===== src/rtl/regulator_settings_map.vh =====
// register offsets, field positions, reset values and timing for the
// regulator settings bank; included by the settings register bank only, not by the delay channel
`ifndef REGULATOR_SETTINGS_MAP_VH
`define REGULATOR_SETTINGS_MAP_VH
// printed offsets are not all multiples of four: index, byte = 4 * index
`define IDX_LDO_THREE    8'h03
`define IDX_LDO_FOUR     8'h04
`define IDX_LDO_FIVE     8'h05
`define IDX_BUCK_FIRST   8'h06
`define IDX_BUCK_SECOND  8'h07
`define IDX_CONTROL      8'h08
`define RST_LDO_THREE    8'h6c
`define RST_LDO_FOUR     8'h9e
`define RST_LDO_FIVE     8'hb1
`define RST_BUCK_FIRST   8'h09
`define RST_BUCK_SECOND  8'h07
`define RST_CONTROL      8'h00
// field positions
`define DELAY_HI         7
`define DELAY_LO         5
`define VCODE_HI         4
`define VCODE_LO         0
`define MODE_BIT         5
`define SECOND_MASK      8'h3f
`define VSEL_BIT         0
// delay step 128 us, clock 100 MHz (10 ns)
`define STEP_US          128
`define CLK_NS           10
`define STEP_CYCLES      ((`STEP_US * 1000) / `CLK_NS)
// axi responses
`define RESP_OKAY        2'b00
`define RESP_SLVERR      2'b10
`endif


===== src/rtl/startup_delay.v =====
// one start-up delay channel: counts (code + 1) steps after a trigger
// assumes trig is a one-cycle pulse on aclk, code stable from software
`timescale 1ns/1ps
module startup_delay #(
  parameter STEP_CYCLES = 12800,
  parameter CW          = 14
)
(
  // clock and reset
  input  wire         aclk,
  input  wire         aresetn,
  // control
  input  wire         trig,
  input  wire         hold,
  input  wire [2:0]   code,
  // result
  output reg          started
);
  reg [CW-1:0] tick_r;
  reg [3:0]    steps_r;
  reg          run_r;

  always @(posedge aclk)
  begin
    if (!aresetn || hold)
    begin
      tick_r  <= {CW{1'b0}};
      steps_r <= 4'h0;
      run_r   <= 1'b0;
      started <= 1'b0;
    end
    else if (trig)
    begin
      // code latched at the edge; later writes do not move this start
      tick_r  <= {CW{1'b0}};
      steps_r <= {1'b0, code} + 4'h1;
      run_r   <= 1'b1;
      started <= 1'b0;
    end
    else if (run_r)
    begin
      if (tick_r == STEP_CYCLES[CW-1:0] - {{(CW-1){1'b0}}, 1'b1})
      begin
        tick_r <= {CW{1'b0}};
        if (steps_r == 4'h1)
        begin
          run_r   <= 1'b0;
          started <= 1'b1;
        end
        steps_r <= steps_r - 4'h1;
      end
      else
        tick_r <= tick_r + {{(CW-1){1'b0}}, 1'b1};
    end
  end
endmodule // startup_delay


===== src/rtl/regulator_setting_registers.v =====
// regulator settings bank: voltage codes, start-up delays, buck mode
// assumes an axi4-lite master on aclk and an asynchronous enable pin
//
// The AXI4-Lite slave port was decided locally.
`timescale 1ns/1ps
`include "regulator_settings_map.vh"
module regulator_setting_registers #(
  parameter STEP_CYCLES = `STEP_CYCLES,
  parameter CW          = 14
)
(
  // clock and reset
  input  wire         aclk,
  input  wire         aresetn,
  // axi4-lite write address
  input  wire [31:0]  s_axi_awaddr,
  input  wire         s_axi_awvalid,
  output wire         s_axi_awready,
  // axi4-lite write data
  input  wire [31:0]  s_axi_wdata,
  input  wire [3:0]   s_axi_wstrb,
  input  wire         s_axi_wvalid,
  output wire         s_axi_wready,
  // axi4-lite write response
  output reg  [1:0]   s_axi_bresp,
  output reg          s_axi_bvalid,
  input  wire         s_axi_bready,
  // axi4-lite read address
  input  wire [31:0]  s_axi_araddr,
  input  wire         s_axi_arvalid,
  output wire         s_axi_arready,
  // axi4-lite read data
  output reg  [31:0]  s_axi_rdata,
  output reg  [1:0]   s_axi_rresp,
  output reg          s_axi_rvalid,
  input  wire         s_axi_rready,
  // enable pin, asynchronous
  input  wire         hardware_enable_pin,
  // regulator controls
  output reg  [3:0]   rail_started,
  output reg  [8:0]   ldo3_millivolt_cs,
  output reg  [8:0]   ldo4_millivolt_cs,
  output reg  [8:0]   ldo5_millivolt_cs,
  output reg  [4:0]   buck_target_code,
  output reg          buck_forced_pwm
);

////////////////////////////////////////////////////////////////////////
// voltage tables, outputs in units of 10 mV

  function [8:0] ldo_high_volts;
    input [4:0] c;
    begin
      case (c)
        5'h0b: ldo_high_volts = 9'd175;
        5'h0c: ldo_high_volts = 9'd180;
        5'h0d: ldo_high_volts = 9'd185;
        5'h0e: ldo_high_volts = 9'd190;
        5'h0f: ldo_high_volts = 9'd200;
        5'h10: ldo_high_volts = 9'd210;
        5'h11: ldo_high_volts = 9'd220;
        5'h12: ldo_high_volts = 9'd230;
        5'h13: ldo_high_volts = 9'd240;
        5'h14: ldo_high_volts = 9'd250;
        5'h15: ldo_high_volts = 9'd260;
        5'h16: ldo_high_volts = 9'd265;
        5'h17: ldo_high_volts = 9'd270;
        5'h18: ldo_high_volts = 9'd275;
        5'h19: ldo_high_volts = 9'd280;
        5'h1a: ldo_high_volts = 9'd285;
        5'h1b: ldo_high_volts = 9'd290;
        5'h1c: ldo_high_volts = 9'd295;
        5'h1d: ldo_high_volts = 9'd300;
        5'h1e: ldo_high_volts = 9'd310;
        5'h1f: ldo_high_volts = 9'd330;
        default: ldo_high_volts = 9'd170;
      endcase
    end
  endfunction

  function [8:0] ldo_low_volts;
    input [4:0] c;
    begin
      case (c)
        5'h06: ldo_low_volts = 9'd125;
        5'h07: ldo_low_volts = 9'd130;
        5'h08: ldo_low_volts = 9'd135;
        5'h09: ldo_low_volts = 9'd140;
        5'h0a: ldo_low_volts = 9'd145;
        5'h0b: ldo_low_volts = 9'd150;
        5'h0c: ldo_low_volts = 9'd155;
        5'h0d: ldo_low_volts = 9'd160;
        5'h0e: ldo_low_volts = 9'd165;
        5'h0f: ldo_low_volts = 9'd170;
        5'h10: ldo_low_volts = 9'd175;
        5'h11: ldo_low_volts = 9'd180;
        5'h12: ldo_low_volts = 9'd185;
        5'h13: ldo_low_volts = 9'd190;
        5'h14: ldo_low_volts = 9'd200;
        5'h15: ldo_low_volts = 9'd210;
        5'h16: ldo_low_volts = 9'd220;
        5'h17: ldo_low_volts = 9'd230;
        5'h18: ldo_low_volts = 9'd240;
        5'h19: ldo_low_volts = 9'd250;
        5'h1a: ldo_low_volts = 9'd260;
        5'h1b: ldo_low_volts = 9'd265;
        5'h1c: ldo_low_volts = 9'd270;
        5'h1d: ldo_low_volts = 9'd275;
        5'h1e: ldo_low_volts = 9'd280;
        5'h1f: ldo_low_volts = 9'd285;
        default: ldo_low_volts = 9'd120;
      endcase
    end
  endfunction

  // word index from a byte address; low two bits ignored
  function [7:0] word_index;
    input [31:0] a;
    begin
      word_index = a[9:2];
    end
  endfunction

  function index_mapped;
    input [7:0] i;
    begin
      index_mapped = (i >= `IDX_LDO_THREE) && (i <= `IDX_CONTROL);
    end
  endfunction

////////////////////////////////////////////////////////////////////////
// registers

  reg  [7:0]  ldo_three_settings_r;
  reg  [7:0]  ldo_four_settings_r;
  reg  [7:0]  ldo_five_settings_r;
  reg  [7:0]  buck_settings_first_r;
  reg  [7:0]  buck_settings_second_r;
  reg  [7:0]  control_r;
  reg  [31:0] awaddr_r;
  reg         aw_held_r;
  reg  [7:0]  wdata_r;
  reg         w_held_r;
  reg         w_lane_r;

  wire        aw_take = s_axi_awvalid && s_axi_awready;
  wire        w_take  = s_axi_wvalid && s_axi_wready;
  wire        do_write = aw_held_r && w_held_r && !s_axi_bvalid;
  wire [7:0]  widx    = word_index(awaddr_r);
  wire        wr_ok   = do_write && w_lane_r;

  assign s_axi_awready = !aw_held_r && !s_axi_bvalid;
  assign s_axi_wready  = !w_held_r && !s_axi_bvalid;
  assign s_axi_arready = !s_axi_rvalid;

  // address and data are taken in either order, then joined
  always @(posedge aclk)
  begin
    if (!aresetn)
    begin
      awaddr_r  <= 32'h0000_0000;
      aw_held_r <= 1'b0;
      wdata_r   <= 8'h00;
      w_held_r  <= 1'b0;
      w_lane_r  <= 1'b0;
    end
    else
    begin
      if (aw_take)
      begin
        awaddr_r  <= s_axi_awaddr;
        aw_held_r <= 1'b1;
      end
      else if (do_write)
        aw_held_r <= 1'b0;
      if (w_take)
      begin
        wdata_r  <= s_axi_wdata[7:0];
        w_lane_r <= s_axi_wstrb[0];
        w_held_r <= 1'b1;
      end
      else if (do_write)
        w_held_r <= 1'b0;
    end
  end

  always @(posedge aclk)
  begin
    if (!aresetn)
    begin
      ldo_three_settings_r   <= `RST_LDO_THREE;
      ldo_four_settings_r    <= `RST_LDO_FOUR;
      ldo_five_settings_r    <= `RST_LDO_FIVE;
      buck_settings_first_r  <= `RST_BUCK_FIRST;
      buck_settings_second_r <= `RST_BUCK_SECOND;
      control_r              <= `RST_CONTROL;
    end
    else if (wr_ok)
    begin
      if (widx == `IDX_LDO_THREE)
        ldo_three_settings_r <= wdata_r;
      else if (widx == `IDX_LDO_FOUR)
        ldo_four_settings_r <= wdata_r;
      else if (widx == `IDX_LDO_FIVE)
        ldo_five_settings_r <= wdata_r;
      else if (widx == `IDX_BUCK_FIRST)
        buck_settings_first_r <= wdata_r;
      else if (widx == `IDX_BUCK_SECOND)
        buck_settings_second_r <= wdata_r & `SECOND_MASK;
      else if (widx == `IDX_CONTROL)
        control_r <= {7'h00, wdata_r[`VSEL_BIT]};
    end
  end

  always @(posedge aclk)
  begin
    if (!aresetn)
    begin
      s_axi_bvalid <= 1'b0;
      s_axi_bresp  <= `RESP_OKAY;
    end
    else if (do_write)
    begin
      s_axi_bvalid <= 1'b1;
      s_axi_bresp  <= index_mapped(widx) ? `RESP_OKAY : `RESP_SLVERR;
    end
    else if (s_axi_bready)
      s_axi_bvalid <= 1'b0;
  end

  reg  [7:0] rbyte;
  wire [7:0] ridx = word_index(s_axi_araddr);

  always @*
  begin
    rbyte = 8'h00;
    if (ridx == `IDX_LDO_THREE)
      rbyte = ldo_three_settings_r;
    else if (ridx == `IDX_LDO_FOUR)
      rbyte = ldo_four_settings_r;
    else if (ridx == `IDX_LDO_FIVE)
      rbyte = ldo_five_settings_r;
    else if (ridx == `IDX_BUCK_FIRST)
      rbyte = buck_settings_first_r;
    else if (ridx == `IDX_BUCK_SECOND)
      rbyte = buck_settings_second_r & `SECOND_MASK;
    else if (ridx == `IDX_CONTROL)
      rbyte = {3'h0, rail_started, control_r[`VSEL_BIT]};
  end

  always @(posedge aclk)
  begin
    if (!aresetn)
    begin
      s_axi_rvalid <= 1'b0;
      s_axi_rdata  <= 32'h0000_0000;
      s_axi_rresp  <= `RESP_OKAY;
    end
    else if (s_axi_arvalid && s_axi_arready)
    begin
      s_axi_rvalid <= 1'b1;
      s_axi_rdata  <= {24'h00_0000, rbyte};
      s_axi_rresp  <= index_mapped(ridx) ? `RESP_OKAY : `RESP_SLVERR;
    end
    else if (s_axi_rready)
      s_axi_rvalid <= 1'b0;
  end

////////////////////////////////////////////////////////////////////////
// enable pin synchroniser and start-up delays

  reg        en_meta_r;
  reg        en_sync_r;
  reg        en_prev_r;
  wire       en_rise = en_sync_r && !en_prev_r;
  wire [3:0] started_w;
  wire [11:0] delay_codes = {
    buck_settings_first_r[`DELAY_HI:`DELAY_LO],
    ldo_five_settings_r[`DELAY_HI:`DELAY_LO],
    ldo_four_settings_r[`DELAY_HI:`DELAY_LO],
    ldo_three_settings_r[`DELAY_HI:`DELAY_LO]};

  always @(posedge aclk)
  begin
    if (!aresetn)
    begin
      en_meta_r <= 1'b0;
      en_sync_r <= 1'b0;
      en_prev_r <= 1'b0;
    end
    else
    begin
      en_meta_r <= hardware_enable_pin;
      en_sync_r <= en_meta_r;
      en_prev_r <= en_sync_r;
    end
  end

  // pin low drops every rail; the delays run only from a rising edge
  genvar g;
  generate
    for (g = 0; g < 4; g = g + 1)
    begin : rail
      startup_delay #(
        .STEP_CYCLES (STEP_CYCLES),
        .CW          (CW)
      ) u_delay (
        .aclk    (aclk),
        .aresetn (aresetn),
        .trig    (en_rise),
        .hold    (!en_sync_r),
        .code    (delay_codes[3*g+2:3*g]),
        .started (started_w[g])
      );
    end
  endgenerate

////////////////////////////////////////////////////////////////////////
// decoded outputs

  always @(posedge aclk)
  begin
    if (!aresetn)
    begin
      rail_started      <= 4'h0;
      ldo3_millivolt_cs <= 9'd0;
      ldo4_millivolt_cs <= 9'd0;
      ldo5_millivolt_cs <= 9'd0;
      buck_target_code  <= 5'h00;
      buck_forced_pwm   <= 1'b0;
    end
    else
    begin
      rail_started <= started_w;
      ldo3_millivolt_cs <= ldo_high_volts(
        ldo_three_settings_r[`VCODE_HI:`VCODE_LO]);
      ldo4_millivolt_cs <= ldo_low_volts(
        ldo_four_settings_r[`VCODE_HI:`VCODE_LO]);
      ldo5_millivolt_cs <= ldo_low_volts(
        ldo_five_settings_r[`VCODE_HI:`VCODE_LO]);
      buck_target_code <= control_r[`VSEL_BIT]
        ? buck_settings_first_r[`VCODE_HI:`VCODE_LO]
        : buck_settings_second_r[`VCODE_HI:`VCODE_LO];
      buck_forced_pwm <= buck_settings_second_r[`MODE_BIT];
    end
  end
endmodule // regulator_setting_registers


===== config.mk =====
export PLATFORM = sky130hd
export DESIGN_NAME = regulator_setting_registers
export DESIGN_NICKNAME = d
export VERILOG_FILES = /design/src/rtl/startup_delay.v /design/src/rtl/regulator_setting_registers.v
export VERILOG_INCLUDE_DIRS = /design/src /design/src/rtl
export SDC_FILE = /design/constraint.sdc
export NUM_CORES = 1
export LEC_CHECK = 0
export BUFFER_PORTS_ARGS = -buffer_cell sky130_fd_sc_hd__buf_2
export CAP_MARGIN = 15
export CORE_MARGIN = 2
export CORE_UTILIZATION = 25
export CTS_BUF_LIST = sky130_fd_sc_hd__clkbuf_16
export CTS_CLUSTER_DIAMETER = 150
export DETAILED_ROUTE_END_ITERATION = 16
export GPL_TIMING_DRIVEN = 0
export SYNTH_ARGS = -nofsm -noshare
export SYNTH_HDL_FRONTEND = slang
export SYNTH_SLANG_ARGS = --single-unit

===== constraint.sdc =====
create_clock -name aclk -period 2.9 [get_ports aclk]
set_clock_uncertainty 0.1 [all_clocks]
set_input_delay 0.725 -clock aclk [delete_from_list [all_inputs] [get_ports aclk]]
set_output_delay 0.725 -clock aclk [all_outputs]
set_load 0.01 [all_outputs]

==> results of run 1 <==
## logic make-up (layout without fill, tap and decap cells)
logic type / count (synthesis) / in the layout
XOR/XNOR: 59 / 59
adder cells (fa/ha/maj): 36 / 36
multiplexers: 61 / 61
buffers and inverters: 125 / 240
AND/OR/NAND/NOR: 422 / 422
flip-flops: 190 / 190
other: 1 / 28
AO/OA/AOI/OAI: 201 / 201
## synth_stat cells (25+ instances only)
cell type,n
a21oi_1,63
buf_4,26
clkbuf_1,36
dfxtp_1,190
ha_1,36
inv_1,40
mux2i_1,57
nand2_1,128
nand3_1,25
nand4_1,27
nor2_1,110
o21ai_0,55
xor2_1,39
## cell type report
cell class                      count  area [µm²]
Tap cell                          511         639
Antenna cell                        2        5.00
Timing Repair Buffer               83         415
Clock buffer                       17         425
Clock inverter                     15         171
Multi-Input combinational cell    805        5160
Inverter                           40         150
Fill cell                        4056       26300
Sequential cell                   190        3800
Buffer                             85         433
## worst max path at each step
stage	start	end	slack, ns	cells after the start
3_5_place_dp	aresetn	ldo5_millivolt_cs[4]$_SDFF_PN0_	0.36	5
2_1_floorplan	s_axi_araddr[7]	s_axi_rdata[2]$_SDFFE_PN0P_	0.87	4
4_1_cts	ldo_four_settings_r[1]$_SDFFE_PN1P_	ldo4_millivolt_cs[1]$_SDFF_PN0_	0.65	6
3_3_place_gp	aresetn	ldo5_millivolt_cs[4]$_SDFF_PN0_	0.35	5
6_report	ldo_four_settings_r[1]$_SDFFE_PN1P_	ldo4_millivolt_cs[1]$_SDFF_PN0_	0.64	6
5_1_grt	ldo_five_settings_r[1]$_SDFFE_PN0P_	ldo5_millivolt_cs[1]$_SDFF_PN0_	0.51	5
## metrics by stage
step                cell area [µm²]  utilization  hold WS [ns]
finish                        11200        0.299         0.353
global route                  11200        0.299         0.389
CTS                           11200        0.299         0.355
detailed placement            10600        0.283         0.333
global placement              10600        0.283         0.332
floorplan                      9550            -         0.312
## sequential cells by signal, indices dropped and copies added, names as in the netlist, 4 cells and up
signal and cells:
awaddr_r 8, buck_settings_first_r 8, buck_settings_second_r 6, buck_target_code 5, ldo3_millivolt_cs 9, ldo4_millivolt_cs 9, ldo5_millivolt_cs 9, ldo_five_settings_r 8
ldo_four_settings_r 8, ldo_three_settings_r 8, rail.u_delay.run_r 4, rail.u_delay.started 4, rail.u_delay.steps_r 16, rail.u_delay.tick_r 56, rail_started 4, s_axi_rdata 8
wdata_r 8
## per-layer routing
metal	global-route usage	routed length (µm)	up-vias
met4	0.0481	497	0
met1	0.161	11300	3805
li1	-	-	4045
met2	0.207	11600	143
met3	0.0234	776	36
met5	0	0	-
## where the power goes
group          total, µW  internal [µW]  leakage, µW  switching, µW
Clock               2340           1160     0.000285           1180
Combinational        305            117      0.00289            189
Sequential          2690           2650      0.00154           40.9
## critical path, cell delays in order, from the launching register on
cell and delay [ns]:
dfxtp_1 0.42, clkbuf_1 0.38, inv_1 0.24, ha_1 0.37, mux4_2 0.46, nand2_1 0.08, o211a_1 0.16
==> metrics, run 1 <==
RSZ-0062 raised after global routing false; multiplexer share of the synthesized area 0.0675; Final HPWL DP 17800 µm; hold_buf cts 0; setup violators final 0; non-filler cells, final 1748; routability cong. 0.855; Synth area leaders dfxtp_1 40%, mux2i_1 6.0%, nand2_1 5.1%; # Post-CTS Setup Buffers 0; worst ir drop on vdd 0.366 mV; fmax 442 MHz; P&R area growth vs syn 18.5%; Mapped Avg Cell Area 8.63 µm²; Rel. slew slack 0.506; compound-cell area share of the yosys netlist 0.131; worst r2r src ldo_four_settings_r[1]$_SDFFE_PN1P_; Clock transition at path regs 0.08 ns; cts repair resizes 0; via count 8029; initial antenna violation count 2; post-synthesis adder-cell area fraction 0.0477; post-place setup slack 0.355 ns; Crit. End Element flip-flop; Setup TNS 0 ns; Mapped Area 0.00945 mm²; sequential fraction of the synthesis area 0.402; most area-hungry cell type in the Yosys netlist dfxtp_1; Residual DRC 0; worst slew pin tran 0.741 ns; post-synth cell types 62; Initial DRT Pass Iterations 5; cells after synthesis 1095; Max H-tree Level 4; max-cap check violation count 0; Synth Area in XOR/XNOR 0.0547; most common cell after layout, fill and taps aside dfxtp_1; CTS tree yes; critical path class flip-flop to flip-flop; R2R Setup Slk 0.64 ns; Skew-Pair Late Insertion Delay 0.44 ns; Port Buffers 83; Initial DRC Count 415; reg2reg end ldo4_millivolt_cs[1]$_SDFF_PN0_; Yosys top cell area share 0.402; die area 0.0394 mm²; CP required 3.19 ns; io pins 186; LEAKAGE 0.00471 µW; vias in the first global route 7573; most frequent cells in the layout 190 x dfxtp_1, 128 x nand2_1, 110 x nor2_1; main combinational cell family by area after synthesis simple AND/OR/NAND/NOR gates; final worst path period need 2.26 ns; Hold Fails Final Rpt 0; FF+latch count, synth 190; gr usage total 0.125; asr flop ratio synth 0; CTS max path bufs 2; total power per unit cell area 476 mW/mm²; Power Total 5330 µW; Die Y 198 µm; first-pass GRT wire length 39500 µm; drt via density 4.59; Final WS setup 0.639 ns; Simple-Gate Fraction of Synth Area 0.235; Crit path arrival time 2.55 ns; number of synthesized flops with an enable pin 0; Ys Warns 0; Slew Limit Fails 0; outcome finished clean; HP Class flip-flop to flip-flop; Placeable Area 0.0375 mm²; hold depth 1; num rows 71; WL final 24200 µm; fin nets 1366; Initial Utilization 0.252; Synth Flop Type dfxtp_1; Worst Min Path Start en_meta_r$_SDFF_PN0_; total congestion overflow 0; WHS Endpoint en_sync_r$_SDFF_PN0_; Register-to-Register Path Depth 6; # clock sinks 190; Root Buffer clkbuf_16; share of layout cells above drive strength 1 0.142; part of the cycle the worst path needs 0.780; Die X 198 µm; dpl cells 1714; antenna-violating nets left 0; peak fanout along the critical path 8; Inserted Clock Buffers 17; wire per inst 13.8 µm; largest net degree at the start of global routing 21; startpoint class of the critical path flip-flop
No activity file was read; power rests on OpenSTA's default activity.
==> run 2: changes to the inputs <==
==> constraint.sdc (replaced) <==
create_clock -name aclk -period 2.1 [get_ports aclk]
set_clock_uncertainty 0.1 [all_clocks]
set_input_delay 0.525 -clock aclk [delete_from_list [all_inputs] [get_ports aclk]]
set_output_delay 0.525 -clock aclk [all_outputs]
set_load 0.01 [all_outputs]
==> run 2 against run 1 <==
  * Final cell count stayed put
  * Core utilization grew 0.050 points
  * Sequential share of layout area about the same
  * Fmax grew 12%
  * Worst setup slack worse by 0.56 ns
  * First-iteration DRC count is 1.2% higher
  * Via count is 0.39% lower
  * Critical endpoint unchanged
  * Highest routed layer unchanged
==> metrics, run 2 (synthesis gave the netlist of run 1 again) <==
Clock transition at path regs 0.08 ns; first-pass GRT wire length 39500 µm; Inserted Clock Buffers 17; most frequent cells in the layout 187 x dfxtp_1, 128 x nand2_1, 110 x nor2_1; CTS tree yes; max reg flops 56; io pins 186; wire per inst 13.9 µm; Initial DRT Pass Iterations 4; Worst Min Path Start hardware_enable_pin; vias in the first global route 7573; final worst path period need 2.02 ns; reg2reg end ldo4_millivolt_cs[1]$_SDFF_PN0_; worst r2r src ldo_four_settings_r[1]$_SDFFE_PN1P_; R2R Setup Slk 0.08 ns; crit path capture ldo4_millivolt_cs[1]$_SDFF_PN0_; total power per unit cell area 657 mW/mm²; Seq. cell area 0.00381 mm²; Placeable Area 0.0375 mm²; hold_buf cts 0; Final HPWL DP 17800 µm; Rel. slew slack 0.481; Register-to-Register Path Depth 6; CTS max path bufs 2; Critical path origin ldo_four_settings_r[1]$_SDFFE_PN1P_; most common cell after layout, fill and taps aside dfxtp_1; # clock sinks 190; part of the cycle the worst path needs 0.964; Max H-tree Level 4; startpoint class of the critical path flip-flop; met2 WL 11700 µm; Crit. End Element flip-flop; Root Buffer clkbuf_16; LEAKAGE 0.00472 µW; Power Total 7370 µW; antenna-violating nets left 0; Top reg by flops rail.u_delay.tick_r; fin nets 1366; Slew Limit Fails 0; # Post-CTS Setup Buffers 0; drt via density 4.58; max-cap check violation count 0; Metal-1 WL 11400 µm; Largest regs rail.u_delay.tick_r x56, rail.u_delay.steps_r x16; CP required 2.39 ns; initial antenna violation count 2; Residual DRC 0; Initial Utilization 0.252; routability cong. 0.855; multi-input logic area 0.00517 mm²; post-place setup slack -0.245 ns; worst slew pin tran 0.779 ns; Setup TNS 0 ns; top sig layer met4; HP Class input pin to flip-flop; share of layout cells above drive strength 1 0.147; setup violators final 0; via count 7998; met3 WL 751 µm; Initial DRC Count 420; Die X 198 µm; Port Buffers 83; WL final 24200 µm; RSZ-0062 raised after global routing true; die area 0.0394 mm²; critical path class flip-flop to flip-flop; peak fanout along the critical path 8; fmax 494 MHz; worst ir drop on vdd 0.503 mV; total congestion overflow 0; Hold Fails Final Rpt 0; outcome finished clean; Skew-Pair Late Insertion Delay 0.44 ns; Die Y 198 µm; largest net degree at the start of global routing 21; cts repair resizes 2; Final WS setup 0.0753 ns; num rows 71; P&R area growth vs syn 18.7%; Fillers 4057; gr usage total 0.125; Crit path arrival time 2.31 ns
[run 2: stage by stage]
stage                     utilization  instance area, µm²  cells  hold slack [ns]
after floorplan                     -                9550   1120            0.312
after global placement          0.283               10600   1714            0.332
after detailed placement        0.283               10600   1714            0.333
after CTS                       0.299               11200   1746            0.191
after global routing            0.299               11200   1748            0.189
final                           0.299               11200   1748            0.208
[run 2: power by group]
group	total [µW]	switching, µW	internal [µW]
Clock	3230	1620	1610
Sequential	3710	56.9	3650
Combinational	424	263	161
Total	7370	1940	5420
[run 2: worst min-delay path by stage]
stage                                 endpoint  slack, ns  depth (start not counted)
after global routing      en_meta_r$_SDFF_PN0_       0.19                          2
final                     en_meta_r$_SDFF_PN0_       0.21                          2
after detailed placement  en_sync_r$_SDFF_PN0_       0.33                          1
after CTS                 en_meta_r$_SDFF_PN0_       0.19                          2
after floorplan           en_sync_r$_SDFF_PN0_       0.31                          1
after global placement    en_sync_r$_SDFF_PN0_       0.33                          1
[run 2: cell type report]
type                    instances  area share
inverters                      40      0.0134
flip-flops and latches        190       0.339
repair buffers                 83      0.0370
clock inverters                15      0.0153
multi-input cells             805       0.461
plain buffers                  85      0.0391
clock buffers                  17      0.0379
well taps                     511      0.0570
diodes                          2    0.000446
[run 2: critical path, cell delays in order, from the launching register on]
cell and delay [ns]:
dfxtp_1 0.42, buf_2 0.25, inv_1 0.16, ha_1 0.35
mux4_2 0.46, nand2_1 0.08, o211a_1 0.16
[run 2: metal layers]
metal,vias up,global-route usage
met1,3767,0.161
li1,4047,-
met3,32,0.0234
met2,152,0.207
met4,0,0.0481
met5,-,0
==> run 3: changes to the inputs <==
--- a/config.mk
+++ b/config.mk
@@ -13,7 +13,9 @@
 export CTS_BUF_LIST = sky130_fd_sc_hd__clkbuf_16
 export CTS_CLUSTER_DIAMETER = 150
 export DETAILED_ROUTE_END_ITERATION = 16
+export GPL_ROUTABILITY_DRIVEN = 0
 export GPL_TIMING_DRIVEN = 0
+export REMOVE_ABC_BUFFERS = 1
 export SYNTH_ARGS = -nofsm -noshare
 export SYNTH_HDL_FRONTEND = slang
 export SYNTH_SLANG_ARGS = --single-unit
==> run 3 against run 2 <==
  * First-iteration DRC count grew 12%
  * Routed wire length shrank 7.2%
  * Highest routed layer is now met5
  * Worst setup slack gained 0.027 ns
  * Register-to-register slack gained 0.03 ns
==> metrics, run 3 (synthesis gave the netlist of run 1 again) <==
outcome finished clean; post-place setup slack -1.23 ns; switching power 1770 µW; Max H-tree Level 4; P&R area growth vs syn 14.0%; Worst path max stage delay 0.56 ns; peak fanout along the critical path 8; Die Y 198 µm; CTS tree yes; max-cap check violation count 0; startpoint class of the critical path flip-flop; dpl cells 1631; setup violators final 0; max reg flops 56; Port Buffers 84; Root Buffer clkbuf_16; Top reg by flops rail.u_delay.tick_r; fin nets 1287; Clk pwr share 0.421; worst ir drop on vdd 0.571 mV; worst slew pin tran 0.878 ns; CP required 2.31 ns; Slew Limit Fails 0; Initial DRC Count 470; WL final 22500 µm; Core Util, Final 0.287; share of layout cells above drive strength 1 0.127; total congestion overflow 0; largest net degree at the start of global routing 48; HP Class input pin to flip-flop; Final HPWL DP 16000 µm; die area 0.0394 mm²; gr usage total 0.115; part of the power in registers 0.527; io pins 186; combinational share of power 0.052; RSZ-0062 raised after global routing true; Crit. End Element flip-flop; Inserted Clock Buffers 17; via count 7612; hold depth 3; Largest regs rail.u_delay.tick_r x56, rail.u_delay.steps_r x16; initial antenna violation count 1; Initial DRT Pass Iterations 5; CTS max path bufs 2; part of the cycle the worst path needs 0.951; wire per inst 13.5 µm; Final WS setup 0.103 ns; Clock transition at path regs 0.07 ns; switching part of the total power 0.251; Fillers 4055; # clock sinks 190; vias in the first global route 6972; non-filler cells, final 1668; antenna-violating nets left 0; Skew-Pair Late Insertion Delay 0.44 ns; final worst path period need 2.00 ns; most common cell after layout, fill and taps aside dfxtp_1; first-pass GRT wire length 36000 µm; worst-path cell chain nor4_4 -> nand4_2 -> mux2i_1 -> nand2_1; num rows 71; Register-to-Register Path Depth 4; fmax 501 MHz; total power per unit cell area 655 mW/mm²; Die X 198 µm; hold_buf cts 0; Rel. slew slack 0.415; Residual DRC 0; drt via density 4.56; Hold Worst Slack 0.219 ns; Crit path arrival time 2.20 ns; Initial Utilization 0.252; most frequent cells in the layout 184 x dfxtp_1, 127 x nand2_1, 110 x nor2_1; LEAKAGE 0.00446 µW; Hold Fails Final Rpt 0; critical path class flip-flop to flip-flop; Placeable Area 0.0375 mm²; internal cell power 5290 µW; Slowest-stage cell, CP nor4_4
-- run 3: cell type report --
class                           instances  area, µm²  share of cell area
Antenna cell                            1       2.50            0.000232
Clock buffer                           17        425              0.0395
Clock inverter                         15       97.6             0.00906
Inverter                               40        154              0.0143
Multi-Input combinational cell        805       5170               0.480
Sequential cell                       190       3810               0.354
Tap cell                              511        639              0.0593
Timing Repair Buffer                   89        477              0.0442
-- run 3: stage by stage --
stage / total power (µW) / cell area (µm²) / setup TNS (ns)
2_1_floorplan: 3990 / 9110 / -0.229
4_1_cts: 7170 / 10800 / 0
3_5_place_dp: 4170 / 10200 / -94.01
6_report: 7060 / 10800 / 0
3_3_place_gp: 4160 / 10200 / -152.26
5_1_grt: 7360 / 10800 / -0.0152
-- run 3: per-layer routing --
| metal | track usage | wire length, µm | up-vias |
|---|---|---|---|
| met5 | 0 | 13 | - |
| met4 | 0.0301 | 213 | 2 |
| met3 | 0.0246 | 831 | 11 |
| met2 | 0.179 | 10000 | 123 |
| met1 | 0.161 | 11500 | 3600 |
| li1 | - | - | 3876 |
-- run 3: path summary, 6_finish.rpt --
kind                            slack [ns]                                  end                startpoint
worst min-delay path                  0.22             awaddr_r[7]$_SDFFE_PN0P_           s_axi_awaddr[7]
worst min register to register        0.33                 en_sync_r$_SDFF_PN0_      en_meta_r$_SDFF_PN0_
worst max-delay path                  0.10  ldo_five_settings_r[5]$_SDFFE_PN1P_  awaddr_r[7]$_SDFFE_PN0P_
worst max register to register        0.10  ldo_five_settings_r[5]$_SDFFE_PN1P_  awaddr_r[7]$_SDFFE_PN0P_
-- run 3: power by group through the flow --
stage / clock network, µW / registers, µW / logic, µW
2_1_floorplan: 0 / 3790 / 199
3_3_place_gp: 0 / 3800 / 357
3_5_place_dp: 0 / 3810 / 363
4_1_cts: 3080 / 3720 / 369
5_1_grt: 3220 / 3730 / 408
6_report: 2970 / 3720 / 366
-- run 3: what timing repair did --
item | CTS | global route
buffers inserted | 4 | 0
endpoints found under the setup margin | 79 | 55
cloned | 0 | 0
resized for setup | 6 | 6
pin swaps | 1 | 0
-- run 3: worst max-delay path: cells and delay by family (launching register included) --
| family | cells | cell delay, ns |
|---|---|---|
| multiplexers | 1 | 0.30 |
| flip-flops | 1 | 0.34 |
| AND/OR/NAND/NOR | 3 | 1.12 |
